$ cat src/core/ucr_pkg.sv
// Package for the UART channel register block: map, fields, types
package ucr_pkg;
  // Register offsets on the three address lines
  localparam logic [2:0] ADR_DATA = 3'h0;
  localparam logic [2:0] ADR_IER  = 3'h1;
  localparam logic [2:0] ADR_ISR  = 3'h2;
  localparam logic [2:0] ADR_LCR  = 3'h3;
  localparam logic [2:0] ADR_MCR  = 3'h4;
  localparam logic [2:0] ADR_LSR  = 3'h5;
  localparam logic [2:0] ADR_MSR  = 3'h6;
  localparam logic [2:0] ADR_SPR  = 3'h7;
  // Line control fields
  localparam int LCR_STOP  = 2;
  localparam int LCR_PEN   = 3;
  localparam int LCR_EVEN  = 4;
  localparam int LCR_STICK = 5;
  localparam int LCR_BRK   = 6;
  localparam int LCR_DLAB  = 7;
  // Modem and FIFO control fields
  localparam int MCR_LOOP  = 4;
  localparam int FCR_EN    = 0;
  localparam int FCR_RXRST = 1;
  localparam int FCR_TXRST = 2;
  localparam int FCR_DMA   = 3;
  // Interrupt source codes
  localparam logic [3:0] ISR_LSR  = 4'h6;
  localparam logic [3:0] ISR_RXR  = 4'h4;
  localparam logic [3:0] ISR_THRE = 4'h2;
  localparam logic [3:0] ISR_MSR  = 4'h0;
  localparam logic [3:0] ISR_NONE = 4'h1;
  // Buffer shapes
  localparam int RXF_W     = 11;
  localparam int RXF_DEPTH = 16;
  localparam int TXF_W     = 8;
  localparam int TXF_DEPTH = 32;
  // Sample points in 16x ticks, reset values
  localparam logic [3:0]  SMP_MID  = 4'h7;
  localparam logic [3:0]  SMP_END  = 4'hf;
  localparam logic [15:0] DIV_RST  = 16'h0001;
  localparam logic [4:0]  SYNC_RST = 5'h1f;
  localparam logic [3:0]  MCTL_RST = 4'hf;

  typedef enum logic [2:0] {UCR_IDLE, UCR_START, UCR_DATA, UCR_PAR, UCR_STOP} ucr_phase_e;

  typedef struct packed {
    logic       cs;
    logic       rd;
    logic       wr;
    logic [2:0] addr;
    logic [7:0] wdata;
  } ucr_bus_s;

  typedef struct packed {
    logic cd_b;
    logic ri_b;
    logic dsr_b;
    logic cts_b;
  } ucr_modem_s;

  typedef struct packed {
    logic op2_b;
    logic op1_b;
    logic rts_b;
    logic dtr_b;
  } ucr_mctl_s;

  typedef struct packed {
    logic [3:0]  irq_enable;
    logic [7:0]  line_control;
    logic [4:0]  modem_control;
    logic [7:0]  scratch_pad;
    logic [15:0] div;
    logic        fifo_en;
    logic        dma;
    logic [1:0]  trig;
    logic [7:0]  rdata;
    logic [4:0]  s1;
    logic [4:0]  s2;
    logic [3:0]  mst;
    logic [3:0]  mdelta;
    logic        ovr;
    logic        thre;
    logic        txe_p;
    logic [4:0]  errcnt;
    logic [15:0] bcnt;
    ucr_phase_e  tph;
    logic [3:0]  tcnt;
    logic [2:0]  tn;
    logic [7:0]  tsh;
    logic        tpar;
    logic        tline;
    ucr_phase_e  rph;
    logic [3:0]  rcnt;
    logic [2:0]  rn;
    logic [7:0]  rsh;
    logic        rzero;
    logic        rarm;
    logic        rpe;
    logic        txo;
    ucr_mctl_s   mctl;
    logic        space;
  } ucr_state_s;
endpackage

$ cat src/core/ucr_channel.sv
// UART channel: register set, receive tag FIFO, transmit buffer, loopback
// Summary of operation
// - Host reads received byte from holding register
// - Receive FIFO: sixteen entries, byte plus tags
// - FIFO mode shows oldest queued character
// - Read advances queue; status tags follow head
// - Modem control bit four enables loopback
// - Loopback routes transmit shifter into receiver
// - Loopback: mark on line, outputs off
// - Everything else keeps working during loopback; modem states follow control bits, not pins
// - Three address lines select eight registers
// - Offset zero: receive read, transmit write
// - Offset one: interrupt enables, upper zero
// - Offset two read: FIFO flags, source
// - Offset two write: FIFO control fields
// - Offset three: line format and banking
// - Offset four: modem outputs, loopback
// - Offset five: receive and transmit status
// - Offset six: modem deltas and states
// - Offset seven: scratch byte, no effect
// - Banked offsets hold sixteen-bit divisor
// - Global error while any tagged entry
`timescale 1ns/1ps
`default_nettype none

module ucr_fifo #(
  parameter int W = 8,
  parameter int D = 32
) (
  // Clock and reset
  input  wire logic         clk_i,
  input  wire logic         rst_b_i,
  input  wire logic         clr_i,
  // Fill side
  input  wire logic         in_valid_i,
  input  wire logic [W-1:0] in_data_i,
  output logic              in_ready_o,
  // Drain side
  output logic              out_valid_o,
  output logic [W-1:0]      out_data_o,
  input  wire logic         out_ready_i
);
  localparam int AW = $clog2(D);

  typedef struct packed {
    logic [D-1:0][W-1:0] mem;
    logic [AW-1:0]       wp;
    logic [AW-1:0]       rp;
    logic [AW:0]         cnt;
  } ucr_fifo_s;

  ucr_fifo_s q, d;
  logic      push;
  logic      pop;

  assign in_ready_o  = q.cnt != (AW+1)'(D);
  assign out_valid_o = q.cnt != '0;
  assign out_data_o  = q.mem[q.rp];

  always_comb begin
    d = q;
    push = in_valid_i & in_ready_o;
    pop = out_valid_o & out_ready_i;
    if (push) begin
      d.mem[q.wp] = in_data_i;
      d.wp = q.wp + 1'b1;
    end
    if (pop) begin
      d.rp = q.rp + 1'b1;
    end
    d.cnt = q.cnt + (AW+1)'(push) - (AW+1)'(pop);
    // Pointer reset only; stored words are left stale
    if (clr_i) begin
      d.wp = '0;
      d.rp = '0;
      d.cnt = '0;
    end
    if (!rst_b_i) begin
      d = '0;
    end
  end

  always_ff @(posedge clk_i) begin
    q <= d;
  end
endmodule

module ucr_channel (
  // Clock and reset
  input  wire logic                REF_CLK_I,
  input  wire logic                RST_B_I,
  // Host register bus
  input  wire ucr_pkg::ucr_bus_s   HOST_I,
  output logic [7:0]               RDATA_O,
  output logic                     TX_SPACE_O,
  // Serial line and modem pins
  input  wire logic                RX_I,
  input  wire ucr_pkg::ucr_modem_s MODEM_B_I,
  output logic                     TX_O,
  output ucr_pkg::ucr_mctl_s       MCTL_B_O
);
  import ucr_pkg::*;

  ucr_state_s         q, d;
  logic               rd_hit;
  logic               wr_hit;
  logic               dlab;
  logic               loop;
  logic               tick;
  logic               rxl;
  logic [3:0]         mnow;
  logic [2:0]         last;
  logic               rx_pop;
  logic               rx_push;
  logic               rx_ok;
  logic [2:0]         rx_tag;
  logic               rx_clr;
  logic               tx_clr;
  logic               tx_push;
  logic               tx_ok;
  logic               tx_pop;
  logic               txe;
  logic [3:0]         irq_status;
  logic [7:0]         line_status;
  logic [7:0]         rv;
  logic               rxf_rdy;
  logic               rxf_vld;
  logic [RXF_W-1:0]   rxf_data;
  logic               txf_rdy;
  logic               txf_vld;
  logic [TXF_W-1:0]   txf_data;

  // Expected parity bit for the live word length and mode
  function automatic logic par_bit(input logic [7:0] data, input logic [7:0] line_control);
    logic [7:0] m;
    m = data & (8'hff >> (2'h3 - line_control[1:0]));
    if (line_control[LCR_STICK]) begin
      par_bit = ~line_control[LCR_EVEN];
    end else begin
      par_bit = (^m) ^ ~line_control[LCR_EVEN];
    end
  endfunction

  // Three error tags travel with every received byte
  ucr_fifo #(.W(RXF_W), .D(RXF_DEPTH)) u_rxf (
    .clk_i       (REF_CLK_I),
    .rst_b_i     (RST_B_I),
    .clr_i       (rx_clr),
    .in_valid_i  (rx_push & rx_ok),
    .in_data_i   ({rx_tag, q.rsh}),
    .in_ready_o  (rxf_rdy),
    .out_valid_o (rxf_vld),
    .out_data_o  (rxf_data),
    .out_ready_i (rx_pop)
  );

  // Transmitter drains this; a busy shifter stalls it
  ucr_fifo #(.W(TXF_W), .D(TXF_DEPTH)) u_txf (
    .clk_i       (REF_CLK_I),
    .rst_b_i     (RST_B_I),
    .clr_i       (tx_clr),
    .in_valid_i  (tx_push & tx_ok),
    .in_data_i   (HOST_I.wdata),
    .in_ready_o  (txf_rdy),
    .out_valid_o (txf_vld),
    .out_data_o  (txf_data),
    .out_ready_i (tx_pop)
  );

  assign RDATA_O    = q.rdata;
  assign TX_O       = q.txo;
  assign MCTL_B_O   = q.mctl;
  assign TX_SPACE_O = q.space;

  // Bus is same-clock logic; one-cycle strobes
  assign rd_hit = HOST_I.cs & HOST_I.rd;
  assign wr_hit = HOST_I.cs & HOST_I.wr;
  assign dlab   = q.line_control[LCR_DLAB];
  assign loop   = q.modem_control[MCR_LOOP];
  assign tick   = q.bcnt >= (q.div - 16'h0001);
  assign last   = 3'h4 + {1'b0, q.line_control[1:0]};
  assign txe    = ~txf_vld;
  // Non-FIFO mode keeps a single byte on each side
  assign rx_ok  = q.fifo_en ? rxf_rdy : ~rxf_vld;
  assign tx_ok  = q.fifo_en ? txf_rdy : ~txf_vld;

  // Break on the shifter output is seen by the receiver too
  assign rxl = loop ? (~q.line_control[LCR_BRK] & q.tline) : q.s2[4];
  // Active-high modem states {cd, ri, dsr, cts}
  assign mnow = loop ? {q.modem_control[3], q.modem_control[2], q.modem_control[0], q.modem_control[1]} : ~q.s2[3:0];

  always_comb begin
    if (q.irq_enable[2] && (q.ovr || (rxf_vld && (|rxf_data[10:8])))) begin
      irq_status = ISR_LSR;
    end else if (q.irq_enable[0] && rxf_vld) begin
      irq_status = ISR_RXR;
    end else if (q.irq_enable[1] && q.thre) begin
      irq_status = ISR_THRE;
    end else if (q.irq_enable[3] && (|q.mdelta)) begin
      irq_status = ISR_MSR;
    end else begin
      irq_status = ISR_NONE;
    end
  end

  // Tags shown are those of the byte now at the head
  assign line_status = {q.errcnt != 5'h00, txe & (q.tph == UCR_IDLE), txe,
                rxf_vld ? rxf_data[10:8] : 3'h0, q.ovr, rxf_vld};

  always_comb begin
    case (HOST_I.addr)
      ADR_DATA: rv = dlab ? q.div[7:0] : rxf_data[7:0];
      ADR_IER:  rv = dlab ? q.div[15:8] : {4'h0, q.irq_enable};
      ADR_ISR:  rv = {{2{q.fifo_en}}, 2'h0, irq_status};
      ADR_LCR:  rv = q.line_control;
      ADR_MCR:  rv = {3'h0, q.modem_control};
      ADR_LSR:  rv = line_status;
      ADR_MSR:  rv = {q.mst, q.mdelta};
      ADR_SPR:  rv = q.scratch_pad;
      default:  rv = 8'h00;
    endcase
  end

  always_comb begin
    d = q;
    rx_pop = 1'b0;
    rx_push = 1'b0;
    rx_tag = 3'h0;
    rx_clr = 1'b0;
    tx_clr = 1'b0;
    tx_push = 1'b0;
    tx_pop = 1'b0;
    d.s1 = {RX_I, MODEM_B_I};
    d.s2 = q.s1;
    d.bcnt = tick ? 16'h0000 : q.bcnt + 16'h0001;

    // Register writes
    if (wr_hit) begin
      case (HOST_I.addr)
        ADR_DATA: begin
          if (dlab) begin
            d.div[7:0] = HOST_I.wdata;
          end else begin
            tx_push = 1'b1;
          end
        end
        ADR_IER: begin
          if (dlab) begin
            d.div[15:8] = HOST_I.wdata;
          end else begin
            d.irq_enable = HOST_I.wdata[3:0];
          end
        end
        ADR_ISR: begin
          // Other fields only take effect with the enable set
          d.fifo_en = HOST_I.wdata[FCR_EN];
          if (HOST_I.wdata[FCR_EN]) begin
            d.dma = HOST_I.wdata[FCR_DMA];
            d.trig = HOST_I.wdata[7:6];
            rx_clr = HOST_I.wdata[FCR_RXRST];
            tx_clr = HOST_I.wdata[FCR_TXRST];
          end
        end
        ADR_LCR: d.line_control = HOST_I.wdata;
        ADR_MCR: d.modem_control = HOST_I.wdata[4:0];
        ADR_SPR: d.scratch_pad = HOST_I.wdata;
        default: ;
      endcase
    end

    // Register reads and their side effects
    if (rd_hit) begin
      d.rdata = rv;
      if (HOST_I.addr == ADR_DATA && !dlab) begin
        rx_pop = rxf_vld;
      end
    end

    // Modem deltas: a new change beats the read clear
    d.mst = mnow;
    d.mdelta = (q.mdelta & ~{4{rd_hit && HOST_I.addr == ADR_MSR}}) | (mnow ^ q.mst);

    // Transmit shifter
    case (q.tph)
      UCR_IDLE: begin
        d.tline = 1'b1;
        if (txf_vld) begin
          tx_pop = 1'b1;
          d.tsh = txf_data;
          d.tpar = par_bit(txf_data, q.line_control);
          d.tph = UCR_START;
          d.tline = 1'b0;
          d.tcnt = 4'h0;
        end
      end
      default: begin
        if (tick) begin
          d.tcnt = q.tcnt + 4'h1;
          if (q.tcnt == SMP_END) begin
            case (q.tph)
              UCR_START: begin
                d.tph = UCR_DATA;
                d.tn = 3'h0;
                d.tline = q.tsh[0];
              end
              UCR_DATA: begin
                if (q.tn == last) begin
                  d.tph = q.line_control[LCR_PEN] ? UCR_PAR : UCR_STOP;
                  d.tline = q.line_control[LCR_PEN] ? q.tpar : 1'b1;
                  d.tn = 3'h0;
                end else begin
                  d.tn = q.tn + 3'h1;
                  d.tline = q.tsh[d.tn];
                end
              end
              UCR_PAR: begin
                d.tph = UCR_STOP;
                d.tline = 1'b1;
                d.tn = 3'h0;
              end
              default: begin
                // Second stop bit when selected
                if (q.line_control[LCR_STOP] && q.tn == 3'h0) begin
                  d.tn = 3'h1;
                end else begin
                  d.tph = UCR_IDLE;
                end
              end
            endcase
          end
        end
      end
    endcase

    // Receive shifter; rearms only after the line returns high
    case (q.rph)
      UCR_IDLE: begin
        if (rxl) begin
          d.rarm = 1'b1;
        end
        if (tick && q.rarm && !rxl) begin
          d.rph = UCR_START;
          d.rcnt = 4'h0;
          d.rarm = 1'b0;
        end
      end
      UCR_START: begin
        if (tick) begin
          d.rcnt = q.rcnt + 4'h1;
          if (q.rcnt == SMP_MID) begin
            // A start bit gone high again was noise
            d.rph = rxl ? UCR_IDLE : UCR_DATA;
            d.rarm = rxl;
            d.rcnt = 4'h0;
            d.rn = 3'h0;
            d.rsh = 8'h00;
            d.rzero = 1'b1;
            d.rpe = 1'b0;
          end
        end
      end
      default: begin
        if (tick) begin
          d.rcnt = q.rcnt + 4'h1;
          if (q.rcnt == SMP_END) begin
            d.rzero = q.rzero & ~rxl;
            case (q.rph)
              UCR_DATA: begin
                d.rsh[q.rn] = rxl;
                if (q.rn == last) begin
                  d.rph = q.line_control[LCR_PEN] ? UCR_PAR : UCR_STOP;
                end else begin
                  d.rn = q.rn + 3'h1;
                end
              end
              UCR_PAR: begin
                d.rpe = rxl != par_bit(q.rsh, q.line_control);
                d.rph = UCR_STOP;
              end
              default: begin
                rx_push = 1'b1;
                rx_tag = {q.rzero & ~rxl, ~rxl, q.rpe};
                d.rph = UCR_IDLE;
              end
            endcase
          end
        end
      end
    endcase

    // Tagged-entry count behind the global error flag
    d.errcnt = q.errcnt + 5'(rx_push & rx_ok & rxf_rdy & (|rx_tag))
             - 5'(rx_pop & (|rxf_data[10:8]));
    if (rx_clr) begin
      d.errcnt = 5'h00;
    end

    // Overrun: a lost byte beats the status read clear
    d.ovr = (rx_push & ~rx_ok) | (q.ovr & ~(rd_hit && HOST_I.addr == ADR_LSR));

    // Transmit-empty event, cleared by an offset two read that shows it as source, or new data
    d.txe_p = txe;
    d.thre = (txe & (~q.txe_p | (q.irq_enable[1] ^ d.irq_enable[1]) & d.irq_enable[1]))
           | (q.thre & ~((rd_hit && HOST_I.addr == ADR_ISR && irq_status == ISR_THRE) | tx_push));

    // Pins, registered; loopback marks the line and idles outputs
    d.txo = loop | (~q.line_control[LCR_BRK] & q.tline);
    d.mctl = loop ? MCTL_RST : ~{q.modem_control[3], q.modem_control[2], q.modem_control[1], q.modem_control[0]};
    d.space = tx_ok;

    if (!RST_B_I) begin
      d = '0;
      d.div = DIV_RST;
      d.s1 = SYNC_RST;
      d.s2 = SYNC_RST;
      d.tline = 1'b1;
      d.txo = 1'b1;
      d.mctl = MCTL_RST;
    end
  end

  always_ff @(posedge REF_CLK_I) begin
    q <= d;
  end
endmodule

`default_nettype wire

$ cat config.mk
export PLATFORM = sky130hd
export DESIGN_NAME = ucr_channel
export DESIGN_NICKNAME = d
export VERILOG_FILES = /design/src/core/ucr_pkg.sv /design/src/core/ucr_channel.sv
export SDC_FILE = /design/constraint.sdc
export NUM_CORES = 2
export LEC_CHECK = 0
export ABC_AREA = 0
export BUFFER_PORTS_ARGS = -buffer_cell sky130_fd_sc_hd__buf_2
export CAP_MARGIN = 20
export CORE_ASPECT_RATIO = 0.7
export CORE_MARGIN = 4
export CORE_UTILIZATION = 45
export DETAILED_ROUTE_END_ITERATION = 10
export PLACE_DENSITY = 0.7
export SLEW_MARGIN = 20
export SYNTH_ARGS = -nofsm -noshare
export SYNTH_HDL_FRONTEND = slang
export SYNTH_SLANG_ARGS = --single-unit
$ cat constraint.sdc
create_clock -name REF_CLK_I -period 6.5 [get_ports REF_CLK_I]
set_input_delay 0.975 -clock REF_CLK_I [delete_from_list [all_inputs] [get_ports REF_CLK_I]]
set_output_delay 0.975 -clock REF_CLK_I [all_outputs]
set_load 0.02 [all_outputs]
# Yosys cells after proc, flatten, opt, wreduce, memory -nomap -nowiden
# Cells that the tools add are included.
# Widths: inputs -> output; s select.
# totals
ff_bits	603
latch_bits	0
ram_bits	0
rom_bits	0
in_bits	21
word_cells	375
n_memories	0
# classes
n_addsub	18
multipliers	0
n_div	0
magnitude_cmp	10
eq_ne	31
n_shift	1
muxes	105
n_bitwise	49
n_reduce_logical	68
# ops
operator	n
$bwmux 256	1
$bwmux 176	1
$mux 8	10
$pmux 8 s8	1
$mux 3	18
$bmux 11 s4	1
$demux 11 s4	1
$mux 43	1
$mux 21	2
$bmux 8 s5	1
$demux 8 s5	1
$mux 1	40
$mux 11	3
$pmux 12 s2	1
$mux 7	3
$and 1x1->1	20
$mux 19	1
$eq 3x2->1 const B	6
$reduce_and 3->1	6
$add 16x1->16 const B	1
$add 4x1->4 const B	4
$and 8x8->8	2
$ge 16x16->1	1
$logic_and 1x1->1	16
66 further kinds	140

# Depth between registers and ports, before layout
# depth
word_depth	15
depth_mapped	26
mapped_depth_nobuf	25

# By module
# Synthesis repeated with hierarchy kept, for this count alone.
# hier_totals
hier_cells	2881
hier_area_um2	28412.2
# modules_own_cells
mod	n_inst	cells_per_inst	area_each_um2	seq_area_each_um2
ucr_fifo at u_txf	1	1186	11718.7	5445.2
ucr_fifo at u_rxf	1	776	8961.1	3783.6
ucr_channel	1	919	7732.4	2782.7

# Worst setup path after synthesis
# Ideal clock, no wire load.
# synth_timing
kind	reg2reg
from	register q[103] (netlist name)
to	register q[67] (netlist name)
setup_ps	128
arrival_ps	4289
required_time_ps	6372
path_slack_ps	2083
stages_incl_launch_ff	27
n_path_buf	1
path_cell_list	dfxtp_1 or4_1 nor3_1 nand2b_1 nor2_1 nand2_1 nor4_1 xnor2_1 ha_1 a21o_1 a21o_1 a21oi_1 o21ai_0 and3_1 clkbuf_1 o21ai_0 ha_1 inv_1 ha_1 inv_1 fa_1 inv_1 a21oi_1 nor2_1 nor2_1 xnor2_1 nor2_1
# synth_between
elab_chain_len	9
word_cells_on_any_way	12
cone_classes	3 x add/sub; 1 x order compare; 4 x mux; 3 x bitwise; 1 x reduce/logical
# synth_rtl
item	line	source
from (decl)	ucr_channel.sv:104	ucr_state_s q, d;
from (signal assigned)	ucr_channel.sv:423	q <= d;
$sub 16x1->16 (*)	ucr_channel.sv:180	assign tick = q.bcnt >= (q.div - 16'h0001);
$ge 16x16->1 (*)	ucr_channel.sv:180	
$mux 1	ucr_channel.sv:363	if (tick) begin
$mux 1	ucr_channel.sv:336	case (q.rph)
$and 1x1->1 (2 in series)	ucr_channel.sv:392	d.errcnt = q.errcnt + 5'(rx_push & rx_ok & rxf_rdy & (|rx_tag))
$and 1x1->1 (*)	ucr_channel.sv:392	
$add 5x1->5 (*)	ucr_channel.sv:392	
$sub 5x1->5 (*)	ucr_channel.sv:393	- 5'(rx_pop & (|rxf_data[10:8]));
# Every way passes the cells marked *; elsewhere a longest branch is shown, timed or not.
# A chain may end at the register's enable or synchronous reset.

# Worst setup path in the final report
# Same ends and word-level chain as after synthesis.

==> results.py <==
metrics = {
    "global_route": {
        "antenna_found_initial": 3,
        "grt_overflow": 0,
        "grt_start_max_net_pins": 186,
        "grt_pass1_wl_mm": 121,
        "grt_pass1_vias": 20819,
        "grt_util_all_layers_pct": 22.3,
    },
    "sta": {
        "max_slew_margin_pct": 28.3,
        "final-setup-viol-count": 0,
        "max_freq_mhz": 202,
        "rsz0062_at_grt": "no",
        "finalHoldViolations": 0,
        "tightestPinTransition_ns": 1.07,
        "tns_ns": 0,
        "fin_worst_skew_ns": 0.0191,
        "finalMaxSlewViolations": 0,
        "finalCritPeriodShare_pct": 76.3,
        "min_period_ns": 4.96,
    },
    "cts": {
        "cts-resized-gates": 0,
        "holdBufCountCts": 0,
        "cts_root_buffer": "clkbuf_16",
        "post_cts_buffers": 0,
        "h-tree-depth": 2,
        "cts_buffers": 59,
        "clock_latency_ns": 0.63,
        "clkTransAtPathRegs_ns": 0.07,
        "cts_tree": "built",
        "cts_sinks": 600,
        "cts_max_path_buffers": 3,
    },
    "synthesis": {
        "synth_area_mm2": 0.0278,
        "synthesis.nets": 3177,
        "avgSynthCellArea_um2": 8.98,
        "ys_seq_area_share_pct": 43.1,
        "async_reset_ff_share_pct": 0,
        "ys.warnings.count": 0,
        "synth_edf_count": 0,
        "synth.distinct_cells": 66,
        "synth-seq-cells": 600,
        "synthCells": 3099,
        "ys.flop_type": "dfxtp_1",
    },
    "final_layout": {
        "area_delta_synth_final_pct": 8.47,
        "fillerInstances": 5609,
        "nets": 3042,
        "antennaDiodeCount": 0,
        "layout-drive-gt1-share_pct": 10.3,
        "fin_area_mm2": 0.0302,
        "final_cells": 3815,
    },
    "min_path": {
        "hold_depth": 1,
        "min-delay-start": "q[84]$_SDFF_PN1_",
        "hold_path_end": "q[79]$_SDFF_PN1_",
        "hp-class": "flip-flop to flip-flop",
    },
    "worst_setup_path": {
        "crit_type": "flip-flop to flip-flop",
        "cp_common_cell": "nor2_1",
        "arrival_ns": 5.44,
        "startpoint": "q[103]$_SDFFE_PN0P_",
        "crit-reg2reg-launch": "q[103]$_SDFFE_PN0P_",
        "crit_fanout": 11,
        "cp.required_ns": 6.99,
        "critPathMaxStageDelay_ns": 0.59,
        "r2r_slack_ns": 1.54,
        "crit_chain": "or4_1 > nor3_1 > nand2b_1 > nor2_1 > nand2_1 > nor4_1 > xnor2_1 > ha_1 > nand4_1 > a21o_1 > o21ai_1 > and3_1 > o21ai_0 > ha_1 > inv_1 > ha_1 > inv_1 > fa_1 > inv_1 > a21oi_1 > nor2_1 > nor2_1 > xnor2_1 > nor2_1",
        "regToRegEndpoint": "q[67]$_SDFF_PP0_",
        "slowest_stage": "or4_1",
        "start_kind": "flip-flop",
        "rr_worst_depth": 24,
        "critPathCaptureType": "flip-flop",
    },
    "placement": {
        "finalWeightedCongestion": 0.861,
        "dp.cells": 3711,
        "placed_area_mm2": 0.0282,
        "numPortBuffers": 34,
        "hpwl_mm": 47.5,
    },
    "status": {
        "run_status": "finished, final reports clean",
    },
    "power": {
        "leakage_nw": 10.1,
        "clockPowerShare_pct": 41.9,
        "combPwrFrac_pct": 11.4,
        "p_sw_mw": 2.20,
        "powerDensity_mw_per_mm2": 276,
        "pwr-share-seq_pct": 46.7,
        "switching_share_pct": 26.5,
        "internal_power_mw": 6.12,
        "irDropWorstVdd_mv": 0.215,
        "power_mw": 8.33,
    },
    "route": {
        "viasPerCell": 5.89,
        "avgRoutedWirePerCell_um": 19.8,
        "postRouteAntennaNets": 0,
        "totalWireLength_mm": 75.7,
        "dr.pass1.iters": 5,
        "drc": 0,
        "num_vias": 22473,
        "drt_iter0_markers": 2765,
    },
    "die": {
        "num_io_pins": 35,
        "die_area_mm2": 0.0660,
        "die-width_um": 305,
        "start_util_pct": 46.0,
        "fp.coreArea_mm2": 0.0605,
        "row_count": 75,
        "die_h_um": 216,
    },
    "run": {
        "drv_cap": 0,
    },
}
==> layout make-up <==
cell class	instances	area, um2	share of cell area (%)
multi-input combinational	2172	14400	47.8
sequential	600	12000	39.8
clock buffer	90	1760	5.81
tap	808	1010	3.35
timing repair buffer	82	594	1.97
clock inverter	14	193	0.638
inverter	49	191	0.634
==> power groups by stage <==
stage          clock, mW  combinational, mW  sequential, mW
6_report            3.49              0.947            3.89
5_1_grt             3.71               1.04            3.91
4_1_cts             3.55              0.942            3.89
3_5_place_dp           0              0.936            3.97
3_3_place_gp           0              0.927            3.97
2_1_floorplan          0              0.876            3.87
==> synthesized netlist by cell type (all sizes together), types with 4 or more instances <==
library cell  number  area share, %
dfxtp            600             43
clkbuf           214            2.9
a21oi            330            5.9
mux4             119            9.8
nand2b            20           0.45
nand3            376            6.8
a221oi             5           0.16
or3                4          0.090
o211ai             5           0.13
ha                54            2.4
nand2            471            6.4
o22ai             12           0.27
o221ai             7           0.22
mux2i            173            6.2
inv               49           0.66
nor3              24           0.43
a211oi            11           0.30
nor4               5           0.11
and2              19           0.43
xnor2             52            1.7
nor2b             15           0.34
a21o              11           0.30
buf               64            1.6
nor3b              8           0.22
nand3b             8           0.22
mux2              10           0.40
a22oi              9           0.24
nand4             24           0.54
nor2             169            2.3
and3              27           0.61
o311ai             4           0.13
o21ai            127            2.3
a22o               6           0.19
xor2              28           0.88
or4                5           0.13
==> stage by stage <==
stage	worst slack (ns)	hold slack, ns	util (%)
final	1.54	0.411	49.9
after global routing	1.15	0.435	49.9
after CTS	1.56	0.412	49.9
after detailed placement	1.60	0.394	46.7
after global placement	1.64	0.396	46.6
after floorplan	2.08	0.381	-
==> per-layer routing <==
metal | up-vias | routed length (um) | track usage, %
met1 | 10931 | 36800 | 35.5
met5 | - | 0 | 0
li1 | 10609 | - | -
met4 | 0 | 1220 | 4.81
met2 | 845 | 31300 | 31.9
met3 | 88 | 6300 | 3.26
==> kinds of logic (layout without fill, tap and decap cells) <==
logic type	count (synthesis)	in the layout	synth area share (%)
and+or+nand+nor	1186	1186	19.3
DFF	600	600	43.1
AOI/OAI and AO/OA	547	547	10.8
buffers and inverters	327	235	5.15
muxes	302	302	16.5
xor gates and xnor gates	80	80	2.54
adders and majority gates	57	57	2.64
==> worst max-delay path: cells and delay by family (launching register included) <==
kind	cells	cell delay [ns]
XOR/XNOR	2	0.27
adder cells (fa/ha/maj)	4	1.18
AO/OA/AOI/OAI	4	0.72
buffers and inverters	3	0.19
AND/OR/NAND/NOR	11	2.12
flip-flops	1	0.36
==> cells in the final DEF, fill, tap and decap left out, types with 5 or more instances in the layout <==
master and n:
o21ai_0 126, mux2_2 10, dfxtp_1 595, clkinv_2 6
a211oi_1 11, nor4_1 5, buf_4 43, nand2b_1 20
ha_1 54, a221oi_1 5, clkbuf_8 12, nor3_1 22
nand2_1 471, a21oi_1 330, o22ai_1 12, and2_1 15
nor2b_1 15, a22oi_1 9, o221ai_1 7, buf_2 33
nor3b_1 5, a22o_1 6, mux4_2 102, nor2_1 167
xor2_1 28, nand3_1 376, o211ai_1 5, clkbuf_1 17
nand3b_1 8, mux2i_1 172, nand4_1 24, inv_1 47
or4_1 5, mux4_1 15, a21o_1 11, and3_1 27
clkbuf_16 61, xnor2_1 51
==> worst max-delay path by stage <==
| stage | cells past startpoint | slack (ns) | to |
|---|---|---|---|
| final | 24 | 1.54 | q[67]$_SDFF_PP0_ |
| after global routing | 24 | 1.15 | q[67]$_SDFF_PP0_ |
| after CTS | 24 | 1.56 | q[67]$_SDFF_PP0_ |
| after detailed placement | 24 | 1.60 | q[67]$_SDFF_PP0_ |
| after global placement | 24 | 1.64 | q[67]$_SDFF_PP0_ |
| after floorplan | 26 | 2.08 | q[67]$_SDFF_PP0_ |
==> sequential cells by signal, summed over array words and instances, names as in the netlist <==
| register | count |
|---|---|
| MCTL_B_O | 4 |
| RDATA_O | 8 |
| TX_O | 1 |
| TX_SPACE_O | 1 |
| dlab | 1 |
| line_status | 1 |
| loop | 1 |
| q | 122 |
| u_rxf.q | 189 |
| u_txf.q | 272 |
Power figures use the tool's default switching activity.
